### config.mk
export PLATFORM = sky130hd
export DESIGN_NAME = scsf_top
export DESIGN_NICKNAME = d
export VERILOG_FILES = /design/src/common/scsf_pkg.sv /design/src/rtl/scsf_edge_watch.sv /design/src/rtl/scsf_clk_switch.sv /design/src/rtl/scsf_top.sv
export SDC_FILE = /design/constraint.sdc
export NUM_CORES = 1
export LEC_CHECK = 0
export ABC_CLOCK_PERIOD_IN_PS = 1600
export BUFFER_PORTS_ARGS = -buffer_cell sky130_fd_sc_hd__buf_2
export CAP_MARGIN = 20
export CELL_PAD_IN_SITES_DETAIL_PLACEMENT = 1
export CELL_PAD_IN_SITES_GLOBAL_PLACEMENT = 2
export CORE_MARGIN = 2
export CORE_UTILIZATION = 28
export DETAILED_ROUTE_END_ITERATION = 10
export GPL_TIMING_DRIVEN = 0
export HOLD_SLACK_MARGIN = 0.12
export PLACE_DENSITY_LB_ADDON = 0.12
export REMOVE_ABC_BUFFERS = 1
export SETUP_SLACK_MARGIN = 0.5
export SYNTH_ARGS = -nofsm -noshare
export SYNTH_HDL_FRONTEND = slang
export SYNTH_SLANG_ARGS = --single-unit
### constraint.sdc
create_clock -name mclk_i -period 1.6 [get_ports mclk_i]
set_input_delay 0.16 -clock mclk_i [delete_from_list [all_inputs] [get_ports mclk_i]]
set_output_delay 0.16 -clock mclk_i [all_outputs]
set_load 0.02 [all_outputs]
### src/common/scsf_pkg.sv
// Shared constants and types of the system clock select and failover block
package scsf_pkg;
   // Register indices; byte address is four times the index
   localparam logic [11:0] OSC_CONFIG_IDX = 12'hF86;
   localparam logic [11:0] OSC_STATUS_IDX = 12'hF87;
   localparam int ADDR_W = 14;
   localparam int DATA_W = 32;

   // Unlock values
   localparam logic [7:0] UNLOCK_FIRST = 8'hE7;
   localparam logic [7:0] UNLOCK_SECOND = 8'h18;

   // Configuration field positions
   localparam int CFG_INT_EN_POS = 7;
   localparam int CFG_WDT_EN_POS = 5;
   localparam int CFG_POF_EN_POS = 4;
   localparam int CFG_WDF_EN_POS = 3;
   localparam int CFG_SEL_LSB = 0;
   localparam logic [7:0] CFG_RESET = 8'hA0;

   // Status field positions
   localparam int STS_PRIM_FAIL_POS = 0;
   localparam int STS_WDOG_FAIL_POS = 1;
   localparam int STS_FAILOVER_POS = 2;
   localparam int STS_HALTED_POS = 3;
   localparam int STS_SEL_LSB = 4;

   // Source select codes
   localparam logic [2:0] SEL_IPO_FAST = 3'h0;
   localparam logic [2:0] SEL_IPO_SLOW = 3'h1;
   localparam logic [2:0] SEL_WDOG = 3'h3;
   localparam logic [2:0] SEL_EXT = 3'h4;

   // Timing: primary failure below 1 kHz means no edge for one period
   localparam int CLK_PERIOD_PS = 8000;
   localparam longint PRIM_FAIL_PERIOD_PS = 64'd1000000000;
   localparam int PRIM_FAIL_CYCLES = int'(PRIM_FAIL_PERIOD_PS / CLK_PERIOD_PS);
   localparam int WDOG_FAIL_SYSCLKS = 8004;

   // Configuration register image
   typedef struct packed {
      logic internal_osc_en;
      logic reserved;
      logic wdog_osc_en;
      logic primary_fail_detect_en;
      logic wdog_osc_fail_detect_en;
      logic [2:0] clock_source_select;
   } scsf_cfg_t;

   // Oscillator levels offered to the clock switch
   typedef struct packed {
      logic ext_clk;
      logic wdog_clk;
      logic ipo_slow_clk;
      logic ipo_fast_clk;
   } scsf_src_t;
endpackage

### src/rtl/scsf_edge_watch.sv
// Counts steps without an edge of a watched clock and flags a failure
`timescale 1ns/1ps
`default_nettype none
module scsf_edge_watch #(
   parameter int LIMIT = 8004,
   parameter int CNT_W = 18
) (
   // Clock and control
   input wire logic mclk_i,
   input wire logic rst_i,
   input wire logic ce_i,
   // Watch inputs
   input wire logic arm_i,
   input wire logic step_i,
   input wire logic edge_i,
   // Result
   output logic fail_o
);
   logic [CNT_W-1:0] cnt_reg;

   initial begin
      if (LIMIT < 1 || LIMIT >= (1 << CNT_W)) begin
         $error("scsf_edge_watch: LIMIT does not fit CNT_W");
      end
   end

   // An edge or disarm restarts the window; fail pulses once at the limit
   always_ff @(posedge mclk_i) begin
      if (rst_i) begin
         cnt_reg <= '0;
         fail_o <= 1'b0;
      end else if (ce_i) begin
         fail_o <= 1'b0;
         if (!arm_i || edge_i) begin
            cnt_reg <= '0;
         end else if (step_i && cnt_reg != CNT_W'(LIMIT)) begin
            cnt_reg <= cnt_reg + 1'b1;
            fail_o <= (cnt_reg == CNT_W'(LIMIT - 1));
         end
      end
   end
endmodule
`default_nettype wire

### src/rtl/scsf_clk_switch.sv
// Break-before-make switch between oscillator levels
`timescale 1ns/1ps
`default_nettype none
module scsf_clk_switch (
   // Clock and control
   input wire logic mclk_i,
   input wire logic rst_i,
   input wire logic ce_i,
   // Sources and choice
   input wire scsf_pkg::scsf_src_t src_i,
   input wire logic [1:0] want_i,
   input wire logic run_i,
   // Output clock level and the source now driving it
   output logic clk_o,
   output logic [1:0] cur_o
);
   logic parked_reg;

   // Leave the old source only while it is low and join the new one only
   // while it is low too, so no high phase is ever cut short
   always_ff @(posedge mclk_i) begin
      if (rst_i) begin
         cur_o <= 2'h0;
         parked_reg <= 1'b0;
         clk_o <= 1'b0;
      end else if (ce_i) begin
         if (!parked_reg) begin
            if ((want_i != cur_o || !run_i) && !src_i[cur_o]) begin
               parked_reg <= 1'b1;
               clk_o <= 1'b0;
            end else begin
               clk_o <= src_i[cur_o];
            end
         end else if (run_i && !src_i[want_i]) begin
            cur_o <= want_i;
            parked_reg <= 1'b0;
            clk_o <= 1'b0;
         end
      end
   end
endmodule
`default_nettype wire

### src/rtl/scsf_top.sv
// System clock select, configuration lock and oscillator failure detection
`timescale 1ns/1ps
`default_nettype none
module scsf_top #(
   parameter int PRIM_FAIL_CYCLES = scsf_pkg::PRIM_FAIL_CYCLES,
   parameter int WDOG_FAIL_SYSCLKS = scsf_pkg::WDOG_FAIL_SYSCLKS
) (
   // Clock, reset and clock enable
   input wire logic mclk_i,
   input wire logic rst_i,
   input wire logic ce_i,
   // Avalon-MM slave
   input wire logic [scsf_pkg::ADDR_W-1:0] avs_address_i,
   input wire logic avs_read_i,
   input wire logic avs_write_i,
   input wire logic [scsf_pkg::DATA_W-1:0] avs_writedata_i,
   input wire logic [3:0] avs_byteenable_i,
   output logic [scsf_pkg::DATA_W-1:0] avs_readdata_o,
   output logic avs_waitrequest_o,
   // Oscillator levels, synchronous to mclk_i
   input wire scsf_pkg::scsf_src_t osc_i,
   // Oscillator enables
   output logic internal_osc_en_o,
   output logic wdog_osc_en_o,
   // System clock and events
   output logic sys_clk_o,
   output logic primary_fail_evt_o,
   output logic wdog_fail_evt_o,
   output logic halted_o
);
   initial begin
      if (PRIM_FAIL_CYCLES < 2 || PRIM_FAIL_CYCLES >= (1 << 18)) begin
         $error("scsf_top: PRIM_FAIL_CYCLES out of range");
      end
      if (WDOG_FAIL_SYSCLKS < 2 || WDOG_FAIL_SYSCLKS >= (1 << 18)) begin
         $error("scsf_top: WDOG_FAIL_SYSCLKS out of range");
      end
   end

   // Unlock progress
   typedef enum logic [1:0] {
      SCSF_LOCKED,
      SCSF_GOT_FIRST,
      SCSF_OPEN
   } scsf_lock_t;

   scsf_lock_t lock_reg;
   scsf_pkg::scsf_cfg_t cfg_reg;
   logic prim_flag_reg;
   logic wdog_dead_reg;
   logic failover_reg;
   logic halted_reg;
   logic [2:0] eff_sel;
   logic [1:0] want_idx;
   logic [1:0] cur_idx;
   logic run_src;
   logic sw_clk;
   logic sys_clk_q_reg;
   logic wdog_q_reg;
   logic prim_fail;
   logic wdog_fail;
   logic acc_taken;
   logic wr_now;
   logic cfg_hit;
   logic sts_hit;
   logic [7:0] wbyte;
   logic [7:0] sts_byte;

   // Maps a select code to its oscillator lane
   function automatic logic [1:0] sel_to_lane(input logic [2:0] sel);
      logic [1:0] lane;
      lane = 2'h0;
      unique case (sel)
         scsf_pkg::SEL_IPO_SLOW: lane = 2'h1;
         scsf_pkg::SEL_WDOG: lane = 2'h2;
         scsf_pkg::SEL_EXT: lane = 2'h3;
         default: lane = 2'h0;
      endcase
      return lane;
   endfunction

   // Decodes a byte address into a register index hit
   function automatic logic idx_hit(input logic [scsf_pkg::ADDR_W-1:0] addr,
                                    input logic [11:0] idx);
      return addr[1:0] == 2'h0 && addr[scsf_pkg::ADDR_W-1:2] == idx;
   endfunction

   // Bus decode; a request is answered in the one cycle in which waitrequest is low
   assign cfg_hit = idx_hit(avs_address_i, scsf_pkg::OSC_CONFIG_IDX);
   assign sts_hit = idx_hit(avs_address_i, scsf_pkg::OSC_STATUS_IDX);
   assign acc_taken = (avs_read_i || avs_write_i) && !avs_waitrequest_o;
   assign wr_now = avs_write_i && !avs_waitrequest_o && avs_byteenable_i[0];
   assign wbyte = avs_writedata_i[7:0];

   // Waitrequest stays high by default and drops for exactly one cycle
   always_ff @(posedge mclk_i) begin
      if (rst_i) begin
         avs_waitrequest_o <= 1'b1;
      end else if (ce_i) begin
         avs_waitrequest_o <= !((avs_read_i || avs_write_i) && avs_waitrequest_o);
      end
   end

   // Status image read by software
   always_comb begin
      sts_byte = 8'h00;
      sts_byte[scsf_pkg::STS_PRIM_FAIL_POS] = prim_flag_reg;
      sts_byte[scsf_pkg::STS_WDOG_FAIL_POS] = wdog_dead_reg;
      sts_byte[scsf_pkg::STS_FAILOVER_POS] = failover_reg;
      sts_byte[scsf_pkg::STS_HALTED_POS] = halted_reg;
      sts_byte[scsf_pkg::STS_SEL_LSB +: 3] = eff_sel;
   end

   // Read data is loaded as waitrequest drops; unmapped addresses read zero
   always_ff @(posedge mclk_i) begin
      if (rst_i) begin
         avs_readdata_o <= '0;
      end else if (ce_i && avs_read_i && avs_waitrequest_o) begin
         if (cfg_hit) begin
            avs_readdata_o <= {24'h000000, cfg_reg};
         end else if (sts_hit) begin
            avs_readdata_o <= {24'h000000, sts_byte};
         end else begin
            avs_readdata_o <= '0;
         end
      end
   end

   // Lock sequence; only writes to the configuration index move it, so other
   // accesses in between are harmless, and halted blocks everything
   always_ff @(posedge mclk_i) begin
      if (rst_i) begin
         lock_reg <= SCSF_LOCKED;
      end else if (ce_i && wr_now && cfg_hit && !halted_reg) begin
         unique case (lock_reg)
            SCSF_LOCKED: begin
               if (wbyte == scsf_pkg::UNLOCK_FIRST) begin
                  lock_reg <= SCSF_GOT_FIRST;
               end
            end
            SCSF_GOT_FIRST: begin
               if (wbyte == scsf_pkg::UNLOCK_SECOND) begin
                  lock_reg <= SCSF_OPEN;
               end else if (wbyte != scsf_pkg::UNLOCK_FIRST) begin
                  lock_reg <= SCSF_LOCKED;
               end
            end
            SCSF_OPEN: begin
               lock_reg <= SCSF_LOCKED;
            end
         endcase
      end
   end

   // Configuration commits only on the write that follows a full unlock.
   // Reserved bit is kept zero; enables and select are independent fields,
   // so detection can be turned on by any later committed write.
   always_ff @(posedge mclk_i) begin
      if (rst_i) begin
         cfg_reg <= scsf_pkg::CFG_RESET;
      end else if (ce_i && wr_now && cfg_hit && !halted_reg
                   && lock_reg == SCSF_OPEN) begin
         cfg_reg <= scsf_pkg::scsf_cfg_t'({wbyte[7], 1'b0, wbyte[5:0]});
      end
   end

   // Oscillator enables follow software only; a source change never
   // switches the internal oscillator off by itself
   always_ff @(posedge mclk_i) begin
      if (rst_i) begin
         internal_osc_en_o <= 1'b1;
         wdog_osc_en_o <= 1'b1;
      end else if (ce_i) begin
         internal_osc_en_o <= cfg_reg.internal_osc_en;
         wdog_osc_en_o <= cfg_reg.wdog_osc_en;
      end
   end

   // Failover holds the watchdog clock until software commits a new setting
   always_ff @(posedge mclk_i) begin
      if (rst_i) begin
         failover_reg <= 1'b0;
      end else if (ce_i) begin
         if (prim_fail && cfg_reg.wdog_osc_en
             && cfg_reg.clock_source_select != scsf_pkg::SEL_WDOG) begin
            failover_reg <= 1'b1;
         end else if (wr_now && cfg_hit && !halted_reg && lock_reg == SCSF_OPEN) begin
            failover_reg <= 1'b0;
         end
      end
   end

   // Effective source; reserved codes fall back to the fast internal rate
   assign eff_sel = failover_reg ? scsf_pkg::SEL_WDOG : cfg_reg.clock_source_select;
   assign want_idx = sel_to_lane(eff_sel);

   // A source counts as running unless its oscillator is switched off
   always_comb begin
      run_src = 1'b1;
      unique case (want_idx)
         2'h0, 2'h1: run_src = cfg_reg.internal_osc_en;
         2'h2: run_src = cfg_reg.wdog_osc_en;
         default: run_src = 1'b1;
      endcase
   end

   // The switch parks low between sources so no pulse is shortened
   scsf_clk_switch u_switch (
      .mclk_i(mclk_i),
      .rst_i(rst_i),
      .ce_i(ce_i),
      .src_i(osc_i),
      .want_i(want_idx),
      .run_i(run_src && !halted_reg),
      .clk_o(sw_clk),
      .cur_o(cur_idx)
   );

   // Edge history of the system clock and the watchdog oscillator
   always_ff @(posedge mclk_i) begin
      if (rst_i) begin
         sys_clk_q_reg <= 1'b0;
         wdog_q_reg <= 1'b0;
         sys_clk_o <= 1'b0;
      end else if (ce_i) begin
         sys_clk_q_reg <= sw_clk;
         wdog_q_reg <= osc_i.wdog_clk;
         sys_clk_o <= sw_clk;
      end
   end

   // Primary detector: no system clock edge for one threshold period.
   // It is blind after a watchdog failure and once failover has happened.
   scsf_edge_watch #(
      .LIMIT(PRIM_FAIL_CYCLES),
      .CNT_W(18)
   ) u_prim_watch (
      .mclk_i(mclk_i),
      .rst_i(rst_i),
      .ce_i(ce_i),
      .arm_i(cfg_reg.primary_fail_detect_en && !wdog_dead_reg
             && !failover_reg),
      .step_i(1'b1),
      .edge_i(sw_clk && !sys_clk_q_reg),
      .fail_o(prim_fail)
   );

   // Watchdog detector counts system clock edges, not master clocks
   scsf_edge_watch #(
      .LIMIT(WDOG_FAIL_SYSCLKS),
      .CNT_W(18)
   ) u_wdog_watch (
      .mclk_i(mclk_i),
      .rst_i(rst_i),
      .ce_i(ce_i),
      .arm_i(cfg_reg.wdog_osc_fail_detect_en && !wdog_dead_reg),
      .step_i(sw_clk && !sys_clk_q_reg),
      .edge_i(osc_i.wdog_clk && !wdog_q_reg),
      .fail_o(wdog_fail)
   );

   // Event pulses to the processor; neither can be masked here
   always_ff @(posedge mclk_i) begin
      if (rst_i) begin
         primary_fail_evt_o <= 1'b0;
         wdog_fail_evt_o <= 1'b0;
      end else if (ce_i) begin
         primary_fail_evt_o <= prim_fail;
         wdog_fail_evt_o <= wdog_fail;
      end
   end

   // Primary flag: write one to clear, a new failure wins over the clear
   always_ff @(posedge mclk_i) begin
      if (rst_i) begin
         prim_flag_reg <= 1'b0;
      end else if (ce_i) begin
         if (prim_fail) begin
            prim_flag_reg <= 1'b1;
         end else if (wr_now && sts_hit && wbyte[scsf_pkg::STS_PRIM_FAIL_POS]) begin
            prim_flag_reg <= 1'b0;
         end
      end
   end

   // Watchdog failure is remembered until reset; it never moves the clock
   always_ff @(posedge mclk_i) begin
      if (rst_i) begin
         wdog_dead_reg <= 1'b0;
      end else if (ce_i && wdog_fail) begin
         wdog_dead_reg <= 1'b1;
      end
   end

   // Selected oscillator off with primary detection off: the part stops and
   // only reset brings it back, because the bus can no longer commit writes
   always_ff @(posedge mclk_i) begin
      if (rst_i) begin
         halted_reg <= 1'b0;
         halted_o <= 1'b0;
      end else if (ce_i) begin
         if (!run_src && !cfg_reg.primary_fail_detect_en) begin
            halted_reg <= 1'b1;
         end
         halted_o <= halted_reg || (!run_src && !cfg_reg.primary_fail_detect_en);
      end
   end

   // Reads and writes to unmapped addresses complete with no effect;
   // acc_taken and cur_idx are unused and only folded into unused_ok for lint
   logic unused_ok;
   assign unused_ok = acc_taken ^ (^cur_idx) ^ (^avs_writedata_i[31:8]);
endmodule
`default_nettype wire

Word-level counts from Yosys, hierarchy flattened
Cells that the tools add are included.
{"block": "word_totals", "in_bits": 59, "regBits": 95, "n_memories": 0, "latchBits": 0, "elab_cells": 146, "ramBits": 0, "romBits": 0, "out_inout_bits": 39}
{"block": "op_classes", "mux": 31, "order_cmp": 2, "n_mul": 0, "n_addsub": 2, "n_bitwise": 0, "n_reduce_logical": 64, "eq_ne": 21, "div": 0, "shift": 0}
{"cell": "$mux W18", "count": 4}
{"cell": "$add A18 B1 Y18 const B", "count": 2}
{"cell": "$logic_and A1 B1 Y1", "count": 29}
{"cell": "$eq A12 B12 Y1 const B", "count": 2}
{"cell": "$eq A18 B13 Y1 const B", "count": 1}
{"cell": "$eq A18 B17 Y1 const B", "count": 1}
{"cell": "$ne A18 B13 Y1 const B", "count": 1}
{"cell": "$ne A18 B17 Y1 const B", "count": 1}
{"cell": "$mux W1", "count": 16}
{"cell": "$logic_not A1 Y1", "count": 14}
{"cell": "$pmux W2 S3", "count": 2}
{"cell": "$reduce_and A2 Y1", "count": 6}
{"cell": "$eq A8 B5 Y1 const B", "count": 1}
{"cell": "$eq A8 B8 Y1 const B", "count": 1}
{"cell": "$mux W8", "count": 1}
{"cell": "$ne A8 B8 Y1 const B", "count": 1}
{"cell": "$reduce_bool A2 Y1", "count": 4}
{"cell": "$mux W7", "count": 1}
{"cell": "$logic_not A2 Y1", "count": 3}
{"cell": "$lt A2 B3 Y1 const B", "count": 2}
{"cell": "$mux W2", "count": 3}
{"cell": "$reduce_and A3 Y1", "count": 2}
{"cell": "$logic_or A1 B1 Y1", "count": 5}
{"cell": "$bmux W1 S2", "count": 2}
{"cell": "12 further kinds", "count": 15}

Longest topological paths before layout
Gate-level depths: netlist of the first run.
{"block": "depth", "word_depth": 12, "mapped_depth": 7, "depth_no_buf": 6}

By module
From an unflattened synthesis of the first run, not the netlist that was laid out.
{"block": "unflattened", "hier_cells": 528, "area_unflattened_um2": 4374.2}
{"module": "scsf_top", "cells_each": 198, "area_each_um2": 1704.1, "instances": 1}
{"module": "scsf_edge_watch (u_wdog_watch)", "cells_each": 159, "area_each_um2": 1246.2, "instances": 1}
{"module": "scsf_edge_watch (u_prim_watch)", "cells_each": 146, "area_each_um2": 1168.6, "instances": 1}
{"module": "scsf_clk_switch", "cells_each": 25, "area_each_um2": 255.2, "instances": 1}

Worst setup path before layout of the first run
Ideal clock, no wire load.
{"block": "synth_timing", "path_type": "register -> register", "startpoint": "reg wdog_dead_reg", "endpoint": "reg u_wdog_watch.cnt_reg[15]", "path_stages_with_launch": 7, "t_required_ps": 1541, "path_slack_ps": -49, "arrival_ps": 1590, "path_buffers": 1, "cell_sequence": "dfxtp_1 > nand2b_1 > o21a_1 > or2_1 > clkbuf_1 > or4_1 > nand2_1"}
{"block": "synth_between", "elab_chain_cells": 6}
{"element": "from (decl)", "line": "scsf_top.sv:50", "text": "logic wdog_dead_reg;"}
{"element": "from (signal assigned)", "line": "scsf_top.sv:289", "text": "wdog_dead_reg <= 1'b0;"}
{"element": "from (signal assigned)", "line": "scsf_top.sv:291", "text": "wdog_dead_reg <= 1'b1;"}
{"element": "$logic_not A1 Y1 *", "line": "scsf_top.sv:256", "text": ".arm_i(cfg_reg.wdog_osc_fail_detect_en && !wdog_dead_reg),"}
{"element": "$logic_and A1 B1 Y1 *", "line": "scsf_top.sv:256"}
{"element": "$logic_not A1 Y1 *", "line": "scsf_edge_watch.sv:34", "text": "if (!arm_i || edge_i) begin"}
{"element": "$logic_or A1 B1 Y1 *", "line": "scsf_edge_watch.sv:34"}
{"element": "$reduce_bool A2 Y1 (no line)"}
{"element": "$reduce_and A2 Y1 (no line)"}
{"element": "to (signal assigned)", "line": "scsf_edge_watch.sv:37", "text": "cnt_reg <= cnt_reg + 1'b1;"}
{"element": "to (decl)", "line": "scsf_edge_watch.sv:19", "text": "logic [CNT_W-1:0] cnt_reg;"}
Mark *: on every way between the ends. The rest lies on a longest branch, timed or not.
A chain may end at the register's enable or synchronous reset.

Worst setup path in the final report of the first run
{"block": "layout_timing", "startpoint": "reg u_wdog_watch.cnt_reg[14]", "endpoint": "reg u_wdog_watch.cnt_reg[0]"}
{"block": "layout_between", "elab_chain_cells": 4}
{"element": "$ne A18 B13 Y1", "line": "scsf_edge_watch.sv:36", "text": "end else if (step_i && cnt_reg != CNT_W'(LIMIT)) begin"}
{"element": "$logic_and A1 B1 Y1", "line": "scsf_edge_watch.sv:36"}
{"element": "$reduce_bool A2 Y1 (no line)"}
{"element": "$reduce_and A2 Y1 (no line)"}
No other way between the ends.

==> results.rst, run 1 <==
.. list-table::
   :header-rows: 1

   * - Metric
     - Value
   * - Run status
     - complete, but fails checks
   * - Violations in the final reports
     - negative setup slack
   * - Final Instance Count excl. Fillers
     - between 700 and 800
   * - Weighted congestion at the end of routability-driven global placement
     - 0.743
   * - Total power draw
     - 0.00407 W
   * - Power spent charging and discharging nets
     - 0.00101 W
   * - Register share of total power
     - a little over two fifths
   * - Worst relative slew slack
     - approximately two thirds
   * - Average instance area after synthesis
     - about 8.4 um2
   * - Setup slack of the critical path after layout
     - -63.9 ps
   * - Cell at the root of the clock tree
     - sky130_fd_sc_hd__clkbuf_16
   * - Final number of max-transition violations
     - 0
   * - Synth top area cells
     - sky130_fd_sc_hd__dfxtp_1 (38%), sky130_fd_sc_hd__nand2_1 (4.9%), sky130_fd_sc_hd__buf_4 (4.8%)
   * - Via/cell ratio
     - between 4 and 5
   * - List of most frequent post-synthesis cells
     - sky130_fd_sc_hd__dfxtp_1 (71), sky130_fd_sc_hd__nand2_1 (49), sky130_fd_sc_hd__nor2_1 (46)
   * - Pin count of the biggest net entering global routing
     - 34
   * - Worst Tran Pin Value
     - just over 500 ps
   * - Rows
     - 42
   * - Required time at the endpoint of the critical path
     - 1830 ps
   * - Number of nets in the layout
     - slightly above 600
   * - Fraction of the yosys area taken by sequential cells
     - a little under two fifths
   * - Netlist cell types
     - between 60 and 70
   * - Sequential cell area
     - 1510 um2
   * - Antenna Nets Post-Route
     - 0
   * - Prevailing post-synth register cell
     - sky130_fd_sc_hd__dfxtp_1
   * - Multi-input logic area
     - about 2900 um2
   * - Clock insertion delay at the later pin of the skew report
     - 340 ps
   * - Via count
     - between 3000 and 4000
   * - Number of remaining DRC errors
     - 0
   * - CP Capture Type
     - flop
   * - Proportion of layout cells with a drive suffix above 1
     - a little under half
   * - Total number of H-tree levels
     - 3
   * - Inserted Diodes
     - 0
   * - Fin Setup TNS
     - -161 ps
   * - Net switching fraction of the power
     - 24.7%
   * - Total detailed-routing wirelength
     - roughly 13 mm
   * - HPWL after DPL
     - roughly 7.5 mm
   * - Syn Std Cell Area
     - approximately 3800 um2
   * - Floorplan die area
     - approximately 14000 um2
   * - First-pass GRT wire length
     - 19.7 mm
   * - Leading area contributor after synthesis
     - sky130_fd_sc_hd__dfxtp_1
   * - Overflow left after global routing
     - 0
   * - Iteration-0 DRC Markers
     - about 130
   * - Setup Skew
     - 3.89 ps
   * - Gate power share
     - roughly 9.1%
   * - Source of the critical timing path
     - u_wdog_watch.cnt_reg[14]$_SDFFE_PP0P_
   * - Synthesized flop and latch total
     - 71
   * - Number of synthesized flops with an enable pin
     - 0
   * - Launch instance of the worst register-to-register path
     - u_wdog_watch.cnt_reg[14]$_SDFFE_PP0P_
   * - Vias in the first global route
     - around 3700
   * - Final count of hold timing violations
     - 0
   * - Critical Path Fanout Max
     - 4
   * - Clock Sink Count
     - between 70 and 80
   * - FILL cells
     - 1510
   * - Die X-Extent
     - about 120 um
   * - Share of the synthesized area in the top cell type
     - between 30% and 40%
   * - Startpoint of the lowest-slack hold path
     - avs_writedata_i[6]
   * - Routed wire per std cell
     - around 17 um
   * - Ratio of total power to cell area
     - 711 nW/um2
   * - Overall global routing resource usage
     - around 17%
   * - Type of the worst setup path
     - reg -> reg
   * - Internal power summed over all cells
     - 0.00307 W
   * - Final setup violating endpoints
     - 4
   * - Final period utilization
     - 104%
   * - Proportion of register bits with asynchronous set or reset after synthesis
     - 0%
   * - Clock transition at the registers of the reported paths
     - approximately 60 ps
   * - Initial antenna violation count
     - 0
   * - Initial standard-cell utilization of the core
     - 28.5%
   * - Path category of the worst min-delay check
     - in -> reg
   * - CP startpoint kind
     - flop
   * - Hold bufs inserted after CTS
     - 6
   * - Static Leak
     - around 2.0 nW
   * - Number of port buffers
     - 46
   * - TritonCTS clock tree
     - yes
   * - Number of search-and-repair iterations in the first detailed-routing pass
     - 4
   * - CORE AREA
     - 13200 um2
   * - Synthesis-to-finish area growth
     - 52.3%
   * - Total CTS buffers
     - 9
   * - Post-synthesis cell count
     - 450
   * - Part of the power in the clock network
     - 47.6%
   * - Worst-case vdd ir drop
     - between 0.0003 and 0.0004 V
   * - Count of synthesis-stage warnings from yosys
     - 0
   * - Unrepaired setup endpoints after global routing
     - yes
   * - Final critical-path required period
     - 1660 ps
   * - Number of ports placed on the die boundary
     - around 100
   * - Max-capacitance violation count
     - 0
   * - Crit path arrival time
     - 1900 ps
   * - Maximum count of clock buffers along a single path
     - 2
   * - Placed Cells
     - approximately 660
   * - Leading cell type by number of instances after synthesis
     - sky130_fd_sc_hd__dfxtp_1
   * - Vert. Die Dim
     - roughly 120 um
   * - Maximum clock rate
     - about 600 MHz
final timing paths:
check / endpoint / slack (ps) / cells past startpoint
max: u_wdog_watch.cnt_reg[0]$_SDFFE_PP0P_ / -60 / 6
min: lock_reg[1]$_SDFFE_PP0P_ / 90 / 3
max reg2reg: u_wdog_watch.cnt_reg[0]$_SDFFE_PP0P_ / -60 / 6
min reg2reg: avs_readdata_o[6]$_SDFFE_PP0P_ / 460 / 2
power groups by stage:
stage / registers [W] / logic, W / clock network (W)
finish: 0.00177 / 0.000370 / 0.00194
global route: 0.00177 / 0.000398 / 0.00204
CTS: 0.00177 / 0.000348 / 0.00199
detailed placement: 0.00182 / 0.000242 / 0
global placement: 0.00182 / 0.000238 / 0
floorplan: 0.00183 / 0.000126 / 0
worst max-delay path, stage by stage (launching register included):
cell,delay (ps)
sky130_fd_sc_hd__dfxtp_2,320
sky130_fd_sc_hd__or4_4,550
sky130_fd_sc_hd__nor4_4,210
sky130_fd_sc_hd__buf_4,180
sky130_fd_sc_hd__buf_4,130
sky130_fd_sc_hd__or3_4,110
sky130_fd_sc_hd__a21oi_2,40
cell families (layout without fill, tap and decap cells):
family / Yosys count / count (layout) / share of synthesized area (%)
flip-flops: 71 / 71 / 37.8
buffers and inverters: 57 / 139 / 8.21
XOR/XNOR: 20 / 20 / 4.66
other: 1 / 24 / 0.0997
multiplexers: 14 / 14 / 4.09
AND/OR/NAND/NOR: 204 / 207 / 29.9
adder cells (fa/ha/maj): 7 / 7 / 2.33
AO/OA/AOI/OAI: 76 / 76 / 12.9
layer usage:
metal  GRT usage [%]  vias to the layer above  routed length [um]
met2            28.3                       61                6040
li1                -                     1785                   -
met1            23.0                     1769                5850
met3            2.61                       16                 366
met4            6.54                        0                 240
met5               0                        -                   0
layout make-up:
cell class	count	area share, %
clock buffer	15	4.85
inverter	17	1.20
multi-input combinational	348	49.7
sequential	71	26.4
tap	176	3.84
timing repair buffer	107	14.0
cell usage in the layout (no fill, tap or decap), drive strengths merged, types with 3 or more instances in the layout:
cell,synthesis,final
dfxtp,71,71
nand2,49,52
o21ai,15,15
nand2b,4,4
buf,30,100
nand4,11,11
o41ai,3,3
mux2i,12,12
xnor2,13,13
nor4,10,10
nand4b,4,4
nand3,19,19
a22oi,5,5
nand3b,4,4
nor2b,4,4
nor2,47,47
inv,16,16
or2,3,3
xor2,7,7
o31ai,3,3
a21oi,24,24
nor3b,3,3
o211ai,6,6
nor3,10,10
or4,7,7
dlygate4sd3,0,6
clkbuf,10,16
and4,5,5
or3,13,13
conb,1,24
o311ai,3,3
a31oi,5,5
ha,7,7
metrics by stage:
step / util (%) / cell area [um2] / hold WS, ps / setup WS, ps
3_3_place_gp: 30.7 / 4050 / 417 / -656
2_1_floorplan: - / 3600 / 229 / -87.0
5_1_grt: 43.4 / 5730 / 108 / -122
6_report: 43.4 / 5730 / 94.2 / -63.9
3_5_place_dp: 30.7 / 4050 / 426 / -683
4_1_cts: 40.8 / 5380 / 85.8 / 35.0
timing repair:
| action | in CTS | in global routing |
|---|---|---|
| setup endpoints to repair | 68 | 68 |
| buffers inserted | 43 | 11 |
| cloned | 4 | 0 |
| pin swaps | 80 | 43 |
| gates resized for setup | 171 | 60 |
| endpoints found under the hold margin | 7 | 1 |
(Power assumes the default switching activity.)
==> inputs of run 2 (changes only) <==
--- a/config.mk
+++ b/config.mk
@@ -10,7 +10,8 @@
 export CAP_MARGIN = 20
 export CELL_PAD_IN_SITES_DETAIL_PLACEMENT = 1
 export CELL_PAD_IN_SITES_GLOBAL_PLACEMENT = 2
-export CORE_MARGIN = 2
+export CORE_ASPECT_RATIO = 0.75
+export CORE_MARGIN = 4
 export CORE_UTILIZATION = 28
 export DETAILED_ROUTE_END_ITERATION = 10
 export GPL_TIMING_DRIVEN = 0
==> run 2 against run 1 <==
- the run still ends with negative setup slack left
- die area rose by 6.9%
- utilization barely moved
- register-to-register slack improved by 50 ps
- design area fell by 0.94%
- wire length fell by 3.6%
- clock skew rose by 2.1 ps
- global-route usage fell by 2.3 points
- fmax rose by 3.0%
- clock-buffer cell count fell by 4
- first-iteration DRC count rose by 20%
- hold slack improved by 32 ps
- worst setup slack improved by 48 ps
- critical path type unchanged
- largest cell class unchanged
==> results.rst, run 2 (same netlist as run 1, synthesis figures left out) <==
.. list-table::
   :header-rows: 1

   * - Metric
     - Value
   * - Reg2Reg Capture Point
     - u_wdog_watch.cnt_reg[1]$_SDFFE_PP0P_
   * - Register-to-Register Path Depth
     - 6 (unchanged)
   * - Type of the worst setup path
     - reg -> reg
   * - Highest metal layer with signal wires
     - met4
   * - HPWL after DPL
     - 7.72 mm (+3.3%)
   * - Amount of wire on met3 after detailed routing
     - 374 um (+2.2%)
   * - Ratio of total power to cell area
     - 696 nW/um2 (-2.1%)
   * - Met1 routed wirelength after detailed routing
     - 6.14 mm (+4.9%)
   * - Synthesis-to-finish area growth
     - 50.8%
   * - Final number of max-transition violations
     - 0 (unchanged)
   * - Final critical-path required period
     - 1620 ps (-48.0 ps)
   * - CP Capture Type
     - flop
   * - Initial antenna violation count
     - 0 (unchanged)
   * - Run status
     - complete, but fails checks
   * - Violations in the final reports
     - negative setup slack
   * - Cell at the root of the clock tree
     - sky130_fd_sc_hd__clkbuf_16
   * - Proportion of layout cells with a drive suffix above 1
     - 48.5% (+0.79 points)
   * - CORE AREA
     - 13100 um2 (-0.97%)
   * - Final count of hold timing violations
     - 0 (unchanged)
   * - Max-capacitance violation count
     - 0 (unchanged)
   * - Clock insertion delay at the later pin of the skew report
     - 330 ps (about the same)
   * - Weighted congestion at the end of routability-driven global placement
     - 0.728 (-2.0%)
   * - Number of nets in the layout
     - 615 (-0.81%)
   * - Die X-Extent
     - 142 um (+18%)
   * - Worst-case vdd ir drop
     - 0.000424 V (+39%)
   * - CP startpoint kind
     - flop
   * - Number of search-and-repair iterations in the first detailed-routing pass
     - 4 (unchanged)
   * - Number of ports placed on the die boundary
     - 98 (unchanged)
   * - Overall global routing resource usage
     - 15.0% (-2.3 points)
   * - Initial standard-cell utilization of the core
     - 28.8% (+0.28 points)
   * - Vias in the first global route
     - 3540 (-5.3%)
   * - Timing endpoint of the critical path
     - u_wdog_watch.cnt_reg[1]$_SDFFE_PP0P_
   * - Worst slack, placed
     - -663 ps (+20.0 ps)
   * - Vert. Die Dim
     - 108 um (-9.6%)
   * - Leading cell type in the layout, fill and taps excluded
     - sky130_fd_sc_hd__nand2_1
   * - Via/cell ratio
     - 4.98 (+0.63%)
   * - Final setup violating endpoints
     - 2 (-2)
   * - Total CTS buffers
     - 9 (unchanged)
   * - Via count
     - 3604 (-0.74%)
   * - Minimum hold slack
     - 127 ps (+32.5 ps)
   * - TritonCTS clock tree
     - yes
   * - Source of the critical timing path
     - u_wdog_watch.cnt_reg[11]$_SDFFE_PP0P_
   * - FILL cells
     - 1481 (-1.9%)
   * - Routed wire per std cell
     - 16.6 um (-2.3%)
   * - Floorplan die area
     - 15400 um2 (+6.9%)
   * - Total number of H-tree levels
     - 3 (unchanged)
   * - Maximum count of clock buffers along a single path
     - 2 (unchanged)
   * - Launch instance of the worst register-to-register path
     - u_wdog_watch.cnt_reg[11]$_SDFFE_PP0P_
   * - Path category of the worst min-delay check
     - in -> reg
   * - Required time at the endpoint of the critical path
     - 1820 ps (about the same)
   * - Maximum clock rate
     - 619 MHz (+3.0%)
   * - Inserted Diodes
     - 0 (unchanged)
   * - Total detailed-routing wirelength
     - 12.0 mm (-3.6%)
   * - Met2 wire len
     - 5.46 mm (-9.6%)
   * - Most used cells in the layout excluding fill and tap cells
     - sky130_fd_sc_hd__nand2_1 (46), sky130_fd_sc_hd__buf_4 (43), sky130_fd_sc_hd__buf_2 (42), sky130_fd_sc_hd__dfxtp_1 (32), sky130_fd_sc_hd__nor2_1 (29)
   * - Critical Path Fanout Max
     - 5 (+1)
   * - Pin count of the biggest net entering global routing
     - 34 (unchanged)
   * - Overflow left after global routing
     - 0 (unchanged)
   * - First-pass GRT wire length
     - 18.4 mm (-6.6%)
   * - Number of remaining DRC errors
     - 0 (unchanged)
   * - Clock Sink Count
     - 71 (unchanged)
   * - Unrepaired setup endpoints after global routing
     - yes
   * - Setup slack of the critical path after layout
     - -15.9 ps (+48.0 ps)
   * - Rows
     - 36 (-14%)
   * - Number of port buffers
     - 46 (unchanged)
   * - Iteration-0 DRC Markers
     - 159 (+20%)
   * - Final period utilization
     - 101% (-3.0 points)
   * - Setup Skew
     - 5.98 ps (+2.09 ps)
   * - Crit path arrival time
     - 1830 ps (-70 ps)
   * - Static Leak
     - 2.04 nW (-0.33%)
   * - FF-to-FF setup slack
     - -20 ps (+50 ps)
   * - Antenna Nets Post-Route
     - 0 (unchanged)
   * - Clock transition at the registers of the reported paths
     - 60 ps (about the same)
==> run 2: routing by layer <==
metal | track usage (%) | vias to the layer above
met5 | 0 | -
met4 | 3.70 | 0
met3 | 3.76 | 7
met2 | 22.6 | 52
met1 | 21.6 | 1767
li1 | - | 1778
==> run 2: timing repair <==
| item | CTS | global route |
|---|---|---|
| endpoints found under the setup margin | 67 | 64 |
| pin swaps | 46 | 62 |
| gates cloned | 2 | 2 |
| gates resized for setup | 135 | 95 |
| hold buffers | 5 | 0 |
| setup buffers | 26 | 24 |
| hold endpoints to repair | 6 | 0 |
==> run 2: how the worst min path moves through the flow <==
stage | endpoint | slack [ps] | cells past startpoint | startpoint
2_1_floorplan | avs_readdata_o[6]$_SDFFE_PP0P_ | 230 | 1 | rst_i
3_3_place_gp | cfg_reg[7]$_SDFFE_PP1P_ | 430 | 3 | avs_writedata_i[7]
3_5_place_dp | cfg_reg[7]$_SDFFE_PP1P_ | 420 | 3 | avs_writedata_i[7]
4_1_cts | lock_reg[1]$_SDFFE_PP0P_ | 110 | 3 | avs_writedata_i[6]
5_1_grt | lock_reg[1]$_SDFFE_PP0P_ | 120 | 3 | avs_writedata_i[6]
6_report | lock_reg[1]$_SDFFE_PP0P_ | 130 | 3 | avs_writedata_i[6]
==> run 2: final cells by class <==
cell class                 instances  area [um2]  area share (%)
multi-input combinational        348        2880            50.7
sequential                        71        1500            26.5
timing repair buffer             102         753            13.3
clock buffer                      11         243            4.28
tap                              171         214            3.77
inverter                          17        65.1            1.15
clock inverter                     4        22.5           0.397
==> run 2: critical path: stages (launching register included) <==
cell and delay (ps):
sky130_fd_sc_hd__dfxtp_2 350, sky130_fd_sc_hd__nand4_1 190, sky130_fd_sc_hd__or2_4 320, sky130_fd_sc_hd__nor4_4 280, sky130_fd_sc_hd__buf_4 180, sky130_fd_sc_hd__nand4b_1 110, sky130_fd_sc_hd__o31ai_1 70
==> run 2: power by group <==
part,leakage [nW],internal [W],switching (W)
registers,0.595,0.00176,0.0000105
logic,1.32,0.000141,0.000236
clock network,0.131,0.00107,0.000730
==> run 2: through the flow <==
| stage | utilization [%] | std cells | setup TNS, ps | power [W] | area [um2] |
|---|---|---|---|---|---|
| CTS | 38.6 | 698 | -22.9 | 0.00395 | 5040 |
| detailed placement | 31.0 | 650 | -26330 | 0.00207 | 4050 |
| global placement | 31.0 | 650 | -24260 | 0.00206 | 4050 |
| finish | 43.4 | 724 | -16.2 | 0.00395 | 5680 |
| floorplan | - | 433 | -152 | 0.00195 | 3600 |
| global route | 43.4 | 724 | -754 | 0.00413 | 5680 |
